==> src/verilog/nvh_defs.svh <==
`ifndef NVH_DEFS_SVH
`define NVH_DEFS_SVH

// Clock period of ref_clk in ns
`define NVH_CLK_NS          8

// Pin-level widths and the wait timer width
`define NVH_IDX_W           13
`define NVH_DATA_W          8
`define NVH_TMR_W           21

// Times in their own units, as printed
`define NVH_INIT_NS         20
`define NVH_STORE_MS        10
`define NVH_RECALL_US       20
`define NVH_PWRUP_US        550
`define NVH_ACCESS_NS       55
`define NVH_WPULSE_NS       45

// Cycle counts; every wait rounds up so the device time is always met
`define NVH_CDIV(t)         (((t) + `NVH_CLK_NS - 1) / `NVH_CLK_NS)
`define NVH_INIT_CYC        `NVH_CDIV(`NVH_INIT_NS)
`define NVH_STORE_CYC       `NVH_CDIV(`NVH_STORE_MS * 1000000)
`define NVH_RECALL_CYC      `NVH_CDIV(`NVH_RECALL_US * 1000)
`define NVH_PWRUP_CYC       `NVH_CDIV(`NVH_PWRUP_US * 1000)
`define NVH_ACCESS_CYC      `NVH_CDIV(`NVH_ACCESS_NS)
`define NVH_WPULSE_CYC      `NVH_CDIV(`NVH_WPULSE_NS)

`endif

==> src/verilog/nvh_pkg.sv <==
`include "nvh_defs.svh"

package nvh_pkg;

	// Host request kinds
	typedef enum logic [1:0] {
		NVH_OP_READ,
		NVH_OP_WRITE,
		NVH_OP_STORE,
		NVH_OP_RECALL
	} nvh_op_t;

	// One request from the user side
	typedef struct packed {
		nvh_op_t                    op;
		logic [`NVH_IDX_W-1:0]      addr;
		logic [`NVH_DATA_W-1:0]     data;
	} nvh_cmd_t;

	// Active-low control pins towards the memory
	typedef struct packed {
		logic chipSlctN;
		logic dataLoadN;
		logic outputDriveN;
		logic nonvolatileStrobeN;
	} nvh_pins_t;

	// Builds a control pin set from four levels
	function automatic nvh_pins_t mkPins(input logic e, input logic w,
		input logic g, input logic ne);
		nvh_pins_t p;
		p.chipSlctN          = e;
		p.dataLoadN          = w;
		p.outputDriveN       = g;
		p.nonvolatileStrobeN = ne;
		return p;
	endfunction : mkPins

endpackage : nvh_pkg

==> src/verilog/nvh_timer.sv <==
`include "nvh_defs.svh"

module nvh_timer #(
	parameter int TW = `NVH_TMR_W
) (
	input  wire logic          ref_clk,
	input  wire logic          rst,
	input  wire logic          load,
	input  wire logic [TW-1:0] loadVal,
	output logic               done
);

	logic [TW-1:0] cnt_r;
	logic [TW-1:0] cnt_nxt;

	////////////////////////////////////////////////////////////////////
	// Down counter; sits at zero until reloaded
	always_comb begin
		cnt_nxt = cnt_r;
		if (load) begin
			cnt_nxt = loadVal;
		end else if (cnt_r != '0) begin
			cnt_nxt = cnt_r - TW'(1);
		end
	end

	always_ff @(posedge ref_clk or posedge rst) begin
		if (rst) begin
			cnt_r <= '0;
		end else begin
			cnt_r <= cnt_nxt;
		end
	end

	// Plain zero test: a load term here would close a loop through the
	// sequencer, which loads on done; callers gate the reset-time zero
	assign done = (cnt_r == '0);

endmodule : nvh_timer

==> src/verilog/nvh_ctrl.sv <==
// Overview of operation
// [RULE1] Strobe high gives plain SRAM access, strobe low a nonvolatile transfer.
// [RULE2] A transfer copies the whole array at once in one direction.
// [RULE3] Read happens with select and output drive low, load and strobe high.
// [RULE4] Thirteen index bits pick one of 8,192 bytes.
// [RULE5] Read data follows the index and stays until a control changes.
// [RULE6] Write happens with select and load low and strobe high.
// [RULE7] Select high means idle; other leftover combinations do nothing.
// [RULE8] Select, strobe and load low with output drive high starts a save.
// [RULE9] Select, drive and strobe low with load high starts a fetch.
// [RULE10] Host holds the save combination at least 20 ns.
// [RULE11] After that the save runs alone; any control may end it.
// [RULE12] A save finishes within 10 ms, seen with read-like pins.
// [RULE13] No save happens while supply is below 4.0 V.
// [RULE14] Host holds the fetch combination at least 20 ns.
// [RULE15] After that the fetch runs alone; strobe, drive or select end it.
// [RULE16] A fetch finishes within 20 us, seen with read-like pins.
// [RULE17] Data pins float within 20 ns of the strobe falling for a fetch.
// [RULE18] Host raises output drive no later than the save strobe falls.
// [RULE19] Power-up fetch takes up to 550 us before any access.
// [RULE20] Transfers start only on a control edge into their combination.
// [RULE21] During a save the device ignores inputs and floats data.
// [RULE22] A fetch clears the array then copies, leaving the saved copy.
`include "nvh_defs.svh"

module nvh_ctrl #(
	parameter int PWRUP_CYC  = `NVH_PWRUP_CYC,
	parameter int STORE_CYC  = `NVH_STORE_CYC,
	parameter int RECALL_CYC = `NVH_RECALL_CYC
) (
	input  wire logic                   ref_clk,
	input  wire logic                   rst,
	input  wire logic                   cmdValid,
	output logic                        cmdReady,
	input  wire nvh_pkg::nvh_cmd_t      cmd,
	output logic                        respValid,
	output logic [`NVH_DATA_W-1:0]      respData,
	output nvh_pkg::nvh_pins_t          ctlPins,
	output logic [`NVH_IDX_W-1:0]       byteIndex,
	output logic [`NVH_DATA_W-1:0]      ioBusOut,
	output logic                        ioBusOe,
	input  wire logic [`NVH_DATA_W-1:0] ioBusIn
);

	localparam int TW = `NVH_TMR_W;

	typedef enum logic [3:0] {
		PWRUP,
		IDLE,
		RD_WAIT,
		WR_PULSE,
		WR_END,
		ST_HOLD,
		ST_WAIT,
		RC_HOLD,
		RC_WAIT
	} nvh_state_t;

	nvh_state_t              state_r;
	nvh_state_t              state_nxt;
	nvh_pkg::nvh_pins_t      pins_r;
	nvh_pkg::nvh_pins_t      pins_nxt;
	logic [`NVH_IDX_W-1:0]   idx_r;
	logic [`NVH_IDX_W-1:0]   idx_nxt;
	logic [`NVH_DATA_W-1:0]  out_r;
	logic [`NVH_DATA_W-1:0]  out_nxt;
	logic                    oe_r;
	logic                    oe_nxt;
	logic [`NVH_DATA_W-1:0]  rd_r;
	logic [`NVH_DATA_W-1:0]  rd_nxt;
	logic                    resp_r;
	logic                    resp_nxt;
	logic                    tmLoad;
	logic [TW-1:0]           tmVal;
	logic                    tmDone;
	logic                    pwrArm_r;
	logic                    tLoad;
	logic [TW-1:0]           tVal;

	////////////////////////////////////////////////////////////////////
	// Shared wait timer for every timed phase
	nvh_timer #(
		.TW      (TW)
	) u_timer (
		.ref_clk (ref_clk),
		.rst     (rst),
		.load    (tLoad),
		.loadVal (tVal),
		.done    (tmDone)
	);

	////////////////////////////////////////////////////////////////////
	// Sequencer: next pin levels, bus drive and response
	always_comb begin
		state_nxt = state_r;
		pins_nxt  = pins_r;
		idx_nxt   = idx_r;
		out_nxt   = out_r;
		oe_nxt    = oe_r;
		rd_nxt    = rd_r;
		resp_nxt  = 1'b0;
		tmLoad    = 1'b0;
		tmVal     = '0;
		case (state_r)
			// [RULE19] Wait out power-up; arm masks the reset-time zero
			PWRUP: begin
				if (tmDone && pwrArm_r) begin
					state_nxt = IDLE;
				end
			end
			IDLE: begin
				if (cmdValid) begin
					// [RULE4] Latch byte index
					idx_nxt = cmd.addr;
					tmLoad  = 1'b1;
					case (cmd.op)
						// [RULE3] Read combination
						nvh_pkg::NVH_OP_READ: begin
							pins_nxt  = nvh_pkg::mkPins(1'b0, 1'b1, 1'b0, 1'b1);
							tmVal     = TW'(`NVH_ACCESS_CYC - 1);
							state_nxt = RD_WAIT;
						end
						// [RULE6] Write with output drive kept high
						nvh_pkg::NVH_OP_WRITE: begin
							pins_nxt  = nvh_pkg::mkPins(1'b0, 1'b0, 1'b1, 1'b1);
							out_nxt   = cmd.data;
							oe_nxt    = 1'b1;
							tmVal     = TW'(`NVH_WPULSE_CYC - 1);
							state_nxt = WR_PULSE;
						end
						// [RULE10] [RULE18] Timed hold, drive already high
						nvh_pkg::NVH_OP_STORE: begin
							pins_nxt  = nvh_pkg::mkPins(1'b0, 1'b0, 1'b1, 1'b0);
							tmVal     = TW'(`NVH_INIT_CYC - 1);
							state_nxt = ST_HOLD;
						end
						default: begin
							pins_nxt  = nvh_pkg::mkPins(1'b0, 1'b1, 1'b0, 1'b0);
							tmVal     = TW'(`NVH_INIT_CYC - 1);
							state_nxt = RC_HOLD;
						end
					endcase
				end
			end
			// Sample once access time has passed
			RD_WAIT: begin
				if (tmDone) begin
					rd_nxt    = ioBusIn;
					resp_nxt  = 1'b1;
					pins_nxt  = nvh_pkg::mkPins(1'b1, 1'b1, 1'b1, 1'b1);
					state_nxt = IDLE;
				end
			end
			WR_PULSE: begin
				if (tmDone) begin
					pins_nxt  = nvh_pkg::mkPins(1'b1, 1'b1, 1'b1, 1'b1);
					state_nxt = WR_END;
				end
			end
			// Data held one cycle past the strobe edge for hold margin
			WR_END: begin
				oe_nxt    = 1'b0;
				resp_nxt  = 1'b1;
				state_nxt = IDLE;
			end
			// [RULE11] End initiation by raising load and strobe
			ST_HOLD: begin
				if (tmDone) begin
					pins_nxt  = nvh_pkg::mkPins(1'b0, 1'b1, 1'b0, 1'b1);
					tmLoad    = 1'b1;
					tmVal     = TW'(STORE_CYC - 1);
					state_nxt = ST_WAIT;
				end
			end
			// [RULE12] Wait full save time in the observe combination
			ST_WAIT: begin
				if (tmDone) begin
					pins_nxt  = nvh_pkg::mkPins(1'b1, 1'b1, 1'b1, 1'b1);
					resp_nxt  = 1'b1;
					state_nxt = IDLE;
				end
			end
			// [RULE14] [RULE15] Held, then strobe raised
			RC_HOLD: begin
				if (tmDone) begin
					pins_nxt  = nvh_pkg::mkPins(1'b0, 1'b1, 1'b0, 1'b1);
					tmLoad    = 1'b1;
					tmVal     = TW'(RECALL_CYC - 1);
					state_nxt = RC_WAIT;
				end
			end
			// [RULE16] Wait full fetch time with read-like pins
			RC_WAIT: begin
				if (tmDone) begin
					pins_nxt  = nvh_pkg::mkPins(1'b1, 1'b1, 1'b1, 1'b1);
					resp_nxt  = 1'b1;
					state_nxt = IDLE;
				end
			end
			default: begin
				state_nxt = IDLE;
			end
		endcase
	end

	// Power-up wait is loaded on the first clock after reset release by the arm path below
	always_ff @(posedge ref_clk or posedge rst) begin
		if (rst) begin
			state_r <= PWRUP;
			pins_r  <= '1;
			idx_r   <= '0;
			out_r   <= '0;
			oe_r    <= 1'b0;
			rd_r    <= '0;
			resp_r  <= 1'b0;
		end else begin
			state_r <= state_nxt;
			pins_r  <= pins_nxt;
			idx_r   <= idx_nxt;
			out_r   <= out_nxt;
			oe_r    <= oe_nxt;
			rd_r    <= rd_nxt;
			resp_r  <= resp_nxt;
		end
	end

	////////////////////////////////////////////////////////////////////
	// Power-up wait start: one load pulse after reset release
	always_ff @(posedge ref_clk or posedge rst) begin
		if (rst) begin
			pwrArm_r <= 1'b0;
		end else begin
			pwrArm_r <= 1'b1;
		end
	end

	// Combined load: power-up arm or sequencer request
	assign tLoad = tmLoad || !pwrArm_r;
	assign tVal  = pwrArm_r ? tmVal : TW'(PWRUP_CYC - 1);

	////////////////////////////////////////////////////////////////////
	// Outputs; cmdReady is decoded from state, response, data and pins straight from flip-flops
	assign cmdReady  = (state_r == IDLE);
	assign respValid = resp_r;
	assign respData  = rd_r;
	assign ctlPins   = pins_r;
	assign byteIndex = idx_r;
	assign ioBusOut  = out_r;
	assign ioBusOe   = oe_r;

	////////////////////////////////////////////////////////////////////
	// Checks on the pins this controller drives
	logic stCombo;
	logic rcCombo;
	assign stCombo = !pins_r.chipSlctN && !pins_r.dataLoadN &&
		pins_r.outputDriveN && !pins_r.nonvolatileStrobeN;
	assign rcCombo = !pins_r.chipSlctN && pins_r.dataLoadN &&
		!pins_r.outputDriveN && !pins_r.nonvolatileStrobeN;

	AST_STORE_HOLD: assert property ( // [RULE10]
		@(posedge ref_clk) disable iff (rst)
		$rose(stCombo) |-> stCombo [*3])
		else $error("Save combination held too briefly");

	AST_RECALL_HOLD: assert property ( // [RULE14]
		@(posedge ref_clk) disable iff (rst)
		$rose(rcCombo) |-> rcCombo [*3])
		else $error("Fetch combination held too briefly");

	AST_DRIVE_FIRST: assert property ( // [RULE18]
		@(posedge ref_clk) disable iff (rst)
		$fell(pins_r.nonvolatileStrobeN) && !pins_r.dataLoadN
		|-> pins_r.outputDriveN && $past(pins_r.outputDriveN))
		else $error("Output drive not high before save strobe");

	AST_STORE_ENDS: assert property ( // [RULE11]
		@(posedge ref_clk) disable iff (rst)
		$rose(stCombo) |-> ##[3:4] (pins_r.nonvolatileStrobeN
		&& pins_r.dataLoadN && !pins_r.outputDriveN))
		else $error("Save initiation not ended properly");

	AST_RECALL_ENDS: assert property ( // [RULE15]
		@(posedge ref_clk) disable iff (rst)
		$fell(rcCombo) |-> pins_r.nonvolatileStrobeN
		&& !pins_r.chipSlctN)
		else $error("Fetch initiation not ended by strobe");

	AST_WRITE_DRIVE: assert property ( // [RULE6]
		@(posedge ref_clk) disable iff (rst)
		$rose(ioBusOe) |-> !pins_r.dataLoadN && pins_r.outputDriveN
		&& pins_r.nonvolatileStrobeN)
		else $error("Bus driven outside a write");

endmodule : nvh_ctrl

==> config.mk <==
export PLATFORM = sky130hd
export DESIGN_NAME = nvh_ctrl
export DESIGN_NICKNAME = d
export VERILOG_FILES = /design/src/verilog/nvh_pkg.sv /design/src/verilog/nvh_timer.sv /design/src/verilog/nvh_ctrl.sv
export VERILOG_INCLUDE_DIRS = /design/src /design/src/verilog
export SDC_FILE = /design/constraint.sdc
export NUM_CORES = 1
export LEC_CHECK = 0
export ABC_AREA = 1
export BUFFER_PORTS_ARGS = -buffer_cell sky130_fd_sc_hd__buf_2
export CORE_ASPECT_RATIO = 1.4
export CORE_MARGIN = 4
export CORE_UTILIZATION = 30
export CTS_BUF_LIST = sky130_fd_sc_hd__clkbuf_16
export CTS_CLUSTER_DIAMETER = 200
export DETAILED_ROUTE_END_ITERATION = 10
export REMOVE_ABC_BUFFERS = 1
export SYNTH_ARGS = -nofsm -noshare
export SYNTH_HDL_FRONTEND = slang
export SYNTH_SLANG_ARGS = --single-unit
==> constraint.sdc <==
create_clock -name ref_clk -period 2 [get_ports ref_clk]
set_input_delay 0.1 -clock ref_clk [delete_from_list [all_inputs] [get_ports ref_clk]]
set_output_delay 0.1 -clock ref_clk [all_outputs]
set_load 0.05 [all_outputs]
## Yosys cells after proc, flatten, opt, wreduce, memory -nomap -nowiden

Index checks and enable logic that the tools add are counted.

- Bits in registers: 61
- Bits in latches: 0
- Bits in writable memories: 0
- Bits in read-only memories: 0
- Bits of input ports: 34
- Output and inout bits: 36
- Logic and storage cells: 79
- Memories kept: 0

- Add/sub/neg operators: 1
- Multipliers: 0
- Div/mod/pow operators: 0
- Order comparisons: 0
- Eq/ne operators: 19
- Shift operators: 0
- Multiplexer cells: 28
- Bitwise operators: 0
- Reduce and logical (&&, ||, !) cells: 19

Operator list:

| kind | number |
|---|---|
| two-way mux 21 bit | 4 |
| case mux 21 bit (3 select lines) | 1 |
| two-way mux 4 bit | 9 |
| case mux 4 bit (6 select lines) | 1 |
| zero test 21 bit | 1 |
| nonzero test 21 bit | 1 |
| subtractor 21 x 1 -> 21 bit (second input constant) | 1 |
| case mux 3 bit (3 select lines) | 2 |
| == test 4 x 3 -> 1 bit (second input constant) | 4 |
| two-way mux 12 bit | 1 |
| case mux 4 bit (3 select lines) | 1 |
| inequality test 2 bit (second input constant) | 5 |
| == test 4 x 2 -> 1 bit (second input constant) | 2 |
| inequality test 2 x 1 -> 1 bit (second input constant) | 4 |
| case mux 1 bit (2 select lines) | 3 |
| case mux 3 bit (2 select lines) | 1 |
| AND reduction 3 bit | 2 |
| AND reduction 6 bit | 1 |
| == test 4 x 1 -> 1 bit (second input constant) | 1 |
| == test 4 bit (second input constant) | 1 |
| zero test 4 bit | 1 |
| two-way mux 1 bit | 4 |
| AND reduction 2 bit | 2 |
| AND reduction 4 bit | 1 |
| 12 further kinds | 13 |

## Depth between registers and ports, before layout

- Depth after elaboration: 6
- Gate-level depth with buffers: 11
- Mapped depth without buffers: 11

## Cells and area by module

From an unflattened synthesis, not the netlist that was laid out.

- Cell total of the unflattened synthesis: 424
- Area total of the unflattened synthesis: 3,331.9 µm²

By module, submodules not included:

| module | times used | cells each | area an instance (µm²) |
|---|---|---|---|
| nvh_ctrl | 1 | 220 | 1,945.6 |
| nvh_timer | 1 | 204 | 1,386.3 |

## Worst setup path after synthesis

No wires, ideal clock.

- Path kind: flip-flop to flip-flop
- Start: register u_timer.cnt_r[0]
- End: register rd_r[0], in the netlist respData[0]
- Library setup time: 0.120 ns
- Data arrival time: 1.599 ns
- Setup slack: 0.282 ns
- Stages on the path, launching flop included: 11
- Path buffers: 1
- Cells stage by stage: dfrtp_1 > inv_1 > ha_1 > nand2_2 > nor2_8 > nand3_4 > clkinv_2 > nand4_4 > buf_6 > nand2_1 > o21ai_2

- Cells in the longest elaborated chain, start to end: 2

Ends and longest elaborated chain:

| item | line | RTL |
|---|---|---|
| start, declared | nvh_timer.sv:13 | `logic [TW-1:0] cnt_r;` |
| start signal, assigned | nvh_timer.sv:31 | `cnt_r <= cnt_nxt;` |
| zero test 21 bit | nvh_timer.sv:37 | `assign done = (cnt_r == '0);` |
| AND reduction 2 bit (no source line) | - |  |
| end signal, assigned | nvh_ctrl.sv:222 | `rd_r <= rd_nxt;` |
| end, declared | nvh_ctrl.sv:69 | `` logic [`NVH_DATA_W-1:0] rd_r; `` |

No other way between the ends.
A chain may end at the register's enable or synchronous reset.

## Worst setup path after layout

- Start: register u_timer.cnt_r[0]
- End: register state_r[1]

- Cells in the longest elaborated chain, start to end: 4

Ends and longest elaborated chain:

| item | line | RTL |
|---|---|---|
| zero test 21 bit * | nvh_timer.sv:37 |  |
| logical AND 1 bit | nvh_ctrl.sv:107 | `if (tmDone && pwrArm_r) begin` |
| inequality test 2 bit (no source line) | - |  |
| AND reduction 6 bit (no source line) * | - |  |
| end signal, assigned | nvh_ctrl.sv:217 | `state_r <= state_nxt;` |
| end, declared | nvh_ctrl.sv:59 | `nvh_state_t state_r;` |

Mark *: on every way between the ends. The rest lies on a longest branch, timed or not.

==> run metrics <==
vias in the first global route 2,805; Layout Area Growth over Synthesis 34.0%; critical path data required time 2.20 ns; H-tree depth 3; initial antenna violation count 0; cell repeated most along the worst path nand2_1; share of the synthesized area in the top cell type 0.453; Reg2Reg Depth 9; worst setup path start u_timer.cnt_r[0]; Die Ht 129 um; clk slew on worst S/H paths ~0.050 ns; asr flop ratio synth 1.00; path type of the worst setup path register to register; post-synthesis sequential area ratio 0.486; ys flop type dfrtp_1; HP Class input pin to register; most common cell after layout, fill and taps aside nand2_1; Via Count about 2,800; Max Root-Sink Buffers 2; Final HPWL DP 5.94 mm; First DRT Iteration DRCs approximately 140; minimum clock period 1.86 ns; CP endpoint state_r[1]; drt first pass iters 4; starting density of the core 0.305; WP data arrival 2.06 ns; Tightest Pin Transition 0.525 ns; Fin. Hold Viols 0; Core ar. 0.0103 mm^2; Mapped Cells 374; largest net degree at the start of global routing between 60 and 70; number of synthesized flops with an enable pin 0; library cells used by synthesis 42; RSZ-0062 raised after global routing false; worst flop-to-flop path endpoint state_r[1]; Tcrit/Tclk final 0.929; global-route wire length before repair 13.2 mm; slew margin rel. 0.650; post-route cell area about 0.0042 mm^2; Crit-path slowest cell dfrtp_1; Avg WL per Cell 13.0 um; cts bufs inserted 9; most frequent cells in the layout nand2_1, buf_2, dfrtp_1; DRC 0; final setup TNS 0 ns; worst reg2reg setup slack 0.14 ns; Placer Congestion 0.856; top post-synthesis cells by area dfrtp_1, nand2_1, nor2_1; CP max FO 8; row count 44; Peak Freq 0.538 GHz; Worst-Skew Late Latency 0.32 ns; Cell Area, Placed 0.00371 mm^2; Worst IR Drop VDD between 0.001 and 0.0015 V; Mapped Area between 0.003 and 0.004 mm^2; Final setup viols 0; Seq cells post-synth 61; IO Port Bufs between 60 and 70; antenna-violating nets left 0; CTS root buf clkbuf_16; type of origin of the critical path register; Final nets between 500 and 600; fraction of layout cells with a size suffix above 1 0.262; cell breakdown of the critical path inv_1 > ha_1 > nand2_2 > nor2_8 > nand3_4 > a21oi_2 > nand2_1 > nand2_1 > o21ai_1; leakage roughly 0.0022 uW; outcome finished clean; Yosys warnings 0; gr ovfl total 0; Power Dens Cells 1350 mW/mm^2; Ports 70; max_cap viols 0; clock skew 0.00445 ns; die width 94.6 um; CTS sink count between 60 and 70; TritonCTS clock tree done; GRT Total Usage 0.138; Pins Over Slew Limit 0; reg2reg start u_timer.cnt_r[0]; Post-Route WL just over 8 mm; largest stage delay on the critical path 0.37 ns; Critical Path End Type register; Avg Inst Size Synth 8.43 um^2; area leader, netlist dfrtp_1; routed vias/inst 4.47; die footprint ~0.012 mm^2
-- worst max-delay path, delay by kind of cell, from the launching register on --
| family | cells | cell delay, ns |
|---|---|---|
| AOI/OAI and AO/OA | 2 | 0.30 |
| adders and majority gates | 1 | 0.24 |
| DFF | 1 | 0.37 |
| buffers and inverters | 1 | 0.10 |
| and+or+nand+nor | 5 | 0.73 |
-- cells by family after synthesis --
kind of cell,Yosys count,share of synthesized area
xor gates and xnor gates,12,0.0333
DFF,61,0.486
other,1,0.00119
and+or+nand+nor,209,0.304
buffers and inverters,42,0.0544
AOI/OAI and AO/OA,35,0.0683
adders and majority gates,6,0.0238
muxes,8,0.0286
-- metal layers --
layer / global-route usage / vias up / part of all wire
met5: 0 / - / 0
li1: - / 1404 / -
met2: 0.250 / 46 / 0.55
met4: 0.0697 / 0 / 0.029
met3: 0.0226 / 18 / 0.030
met1: 0.153 / 1304 / 0.39
-- how the worst min path moves through the flow --
stage / slack (ns) / endpoint / start / depth (start not counted)
after floorplan: 0.22 / byteIndex[0] / cmd[8] / 2
after global placement: 0.19 / byteIndex[7] / rst / 3
after detailed placement: 0.19 / byteIndex[7] / rst / 3
after CTS: 0.02 / respData[3] / ioBusIn[3] / 3
after global routing: 0.03 / respData[2] / ioBusIn[2] / 3
final: 0.02 / respData[7] / ioBusIn[7] / 3
-- final cells by class --
type                    instances  area (um^2)
fillers                      1065         6130
diodes                          1         2.50
clock buffers                   9          225
inverters                      36          139
flip-flops and latches         61         1530
clock inverters                 4         42.5
well taps                     138          173
repair buffers                100          658
multi-input cells             271         1450
-- stage by stage --
stage / hold WS [ns] / power (uW) / utilization / std cells / worst slack, ns
after floorplan: 0.218 / 3630 / - / 368 / 0.253
after global placement: 0.187 / 4220 / 0.358 / 583 / 0.181
after detailed placement: 0.195 / 4250 / 0.358 / 583 / 0.0958
after CTS: 0.0213 / 5740 / 0.405 / 618 / 0.0793
after global routing: 0.0334 / 6040 / 0.408 / 619 / 0.000737
final: 0.0235 / 5710 / 0.408 / 620 / 0.141
-- power by group --
part	internal, uW	switching (uW)	total (uW)	leakage (uW)
Combinational	641	1820	2470	0.00130
Sequential	1590	226	1820	0.000730
Clock	929	495	1420	0.000132
-- registers in the layout, summed over array words and instances (netlist names) --
register and flops:
u_timer.cnt_r 21, byteIndex 13, ioBusOut 8, respData 8, ctlPins 4, state_r 4
ioBusOe 1, pwrArm_r 1, respValid 1
-- what timing repair did --
action                     in CTS  in global routing
resized for setup               0                  2
hold endpoints to repair       78                  0
setup endpoints to repair       0                 12
buffers inserted                0                  1
hold buffers                   22                  0
-- Yosys cell counts, drive strengths merged, types with 6 or more instances --
master	count
nor2	48
ha	6
a21oi	10
nor3	9
mux2	8
o21ai	22
nand3	12
inv	33
nand2	122
dfrtp	57
nand4	10
xor2	9
No activity file was read; power rests on OpenSTA's default activity.
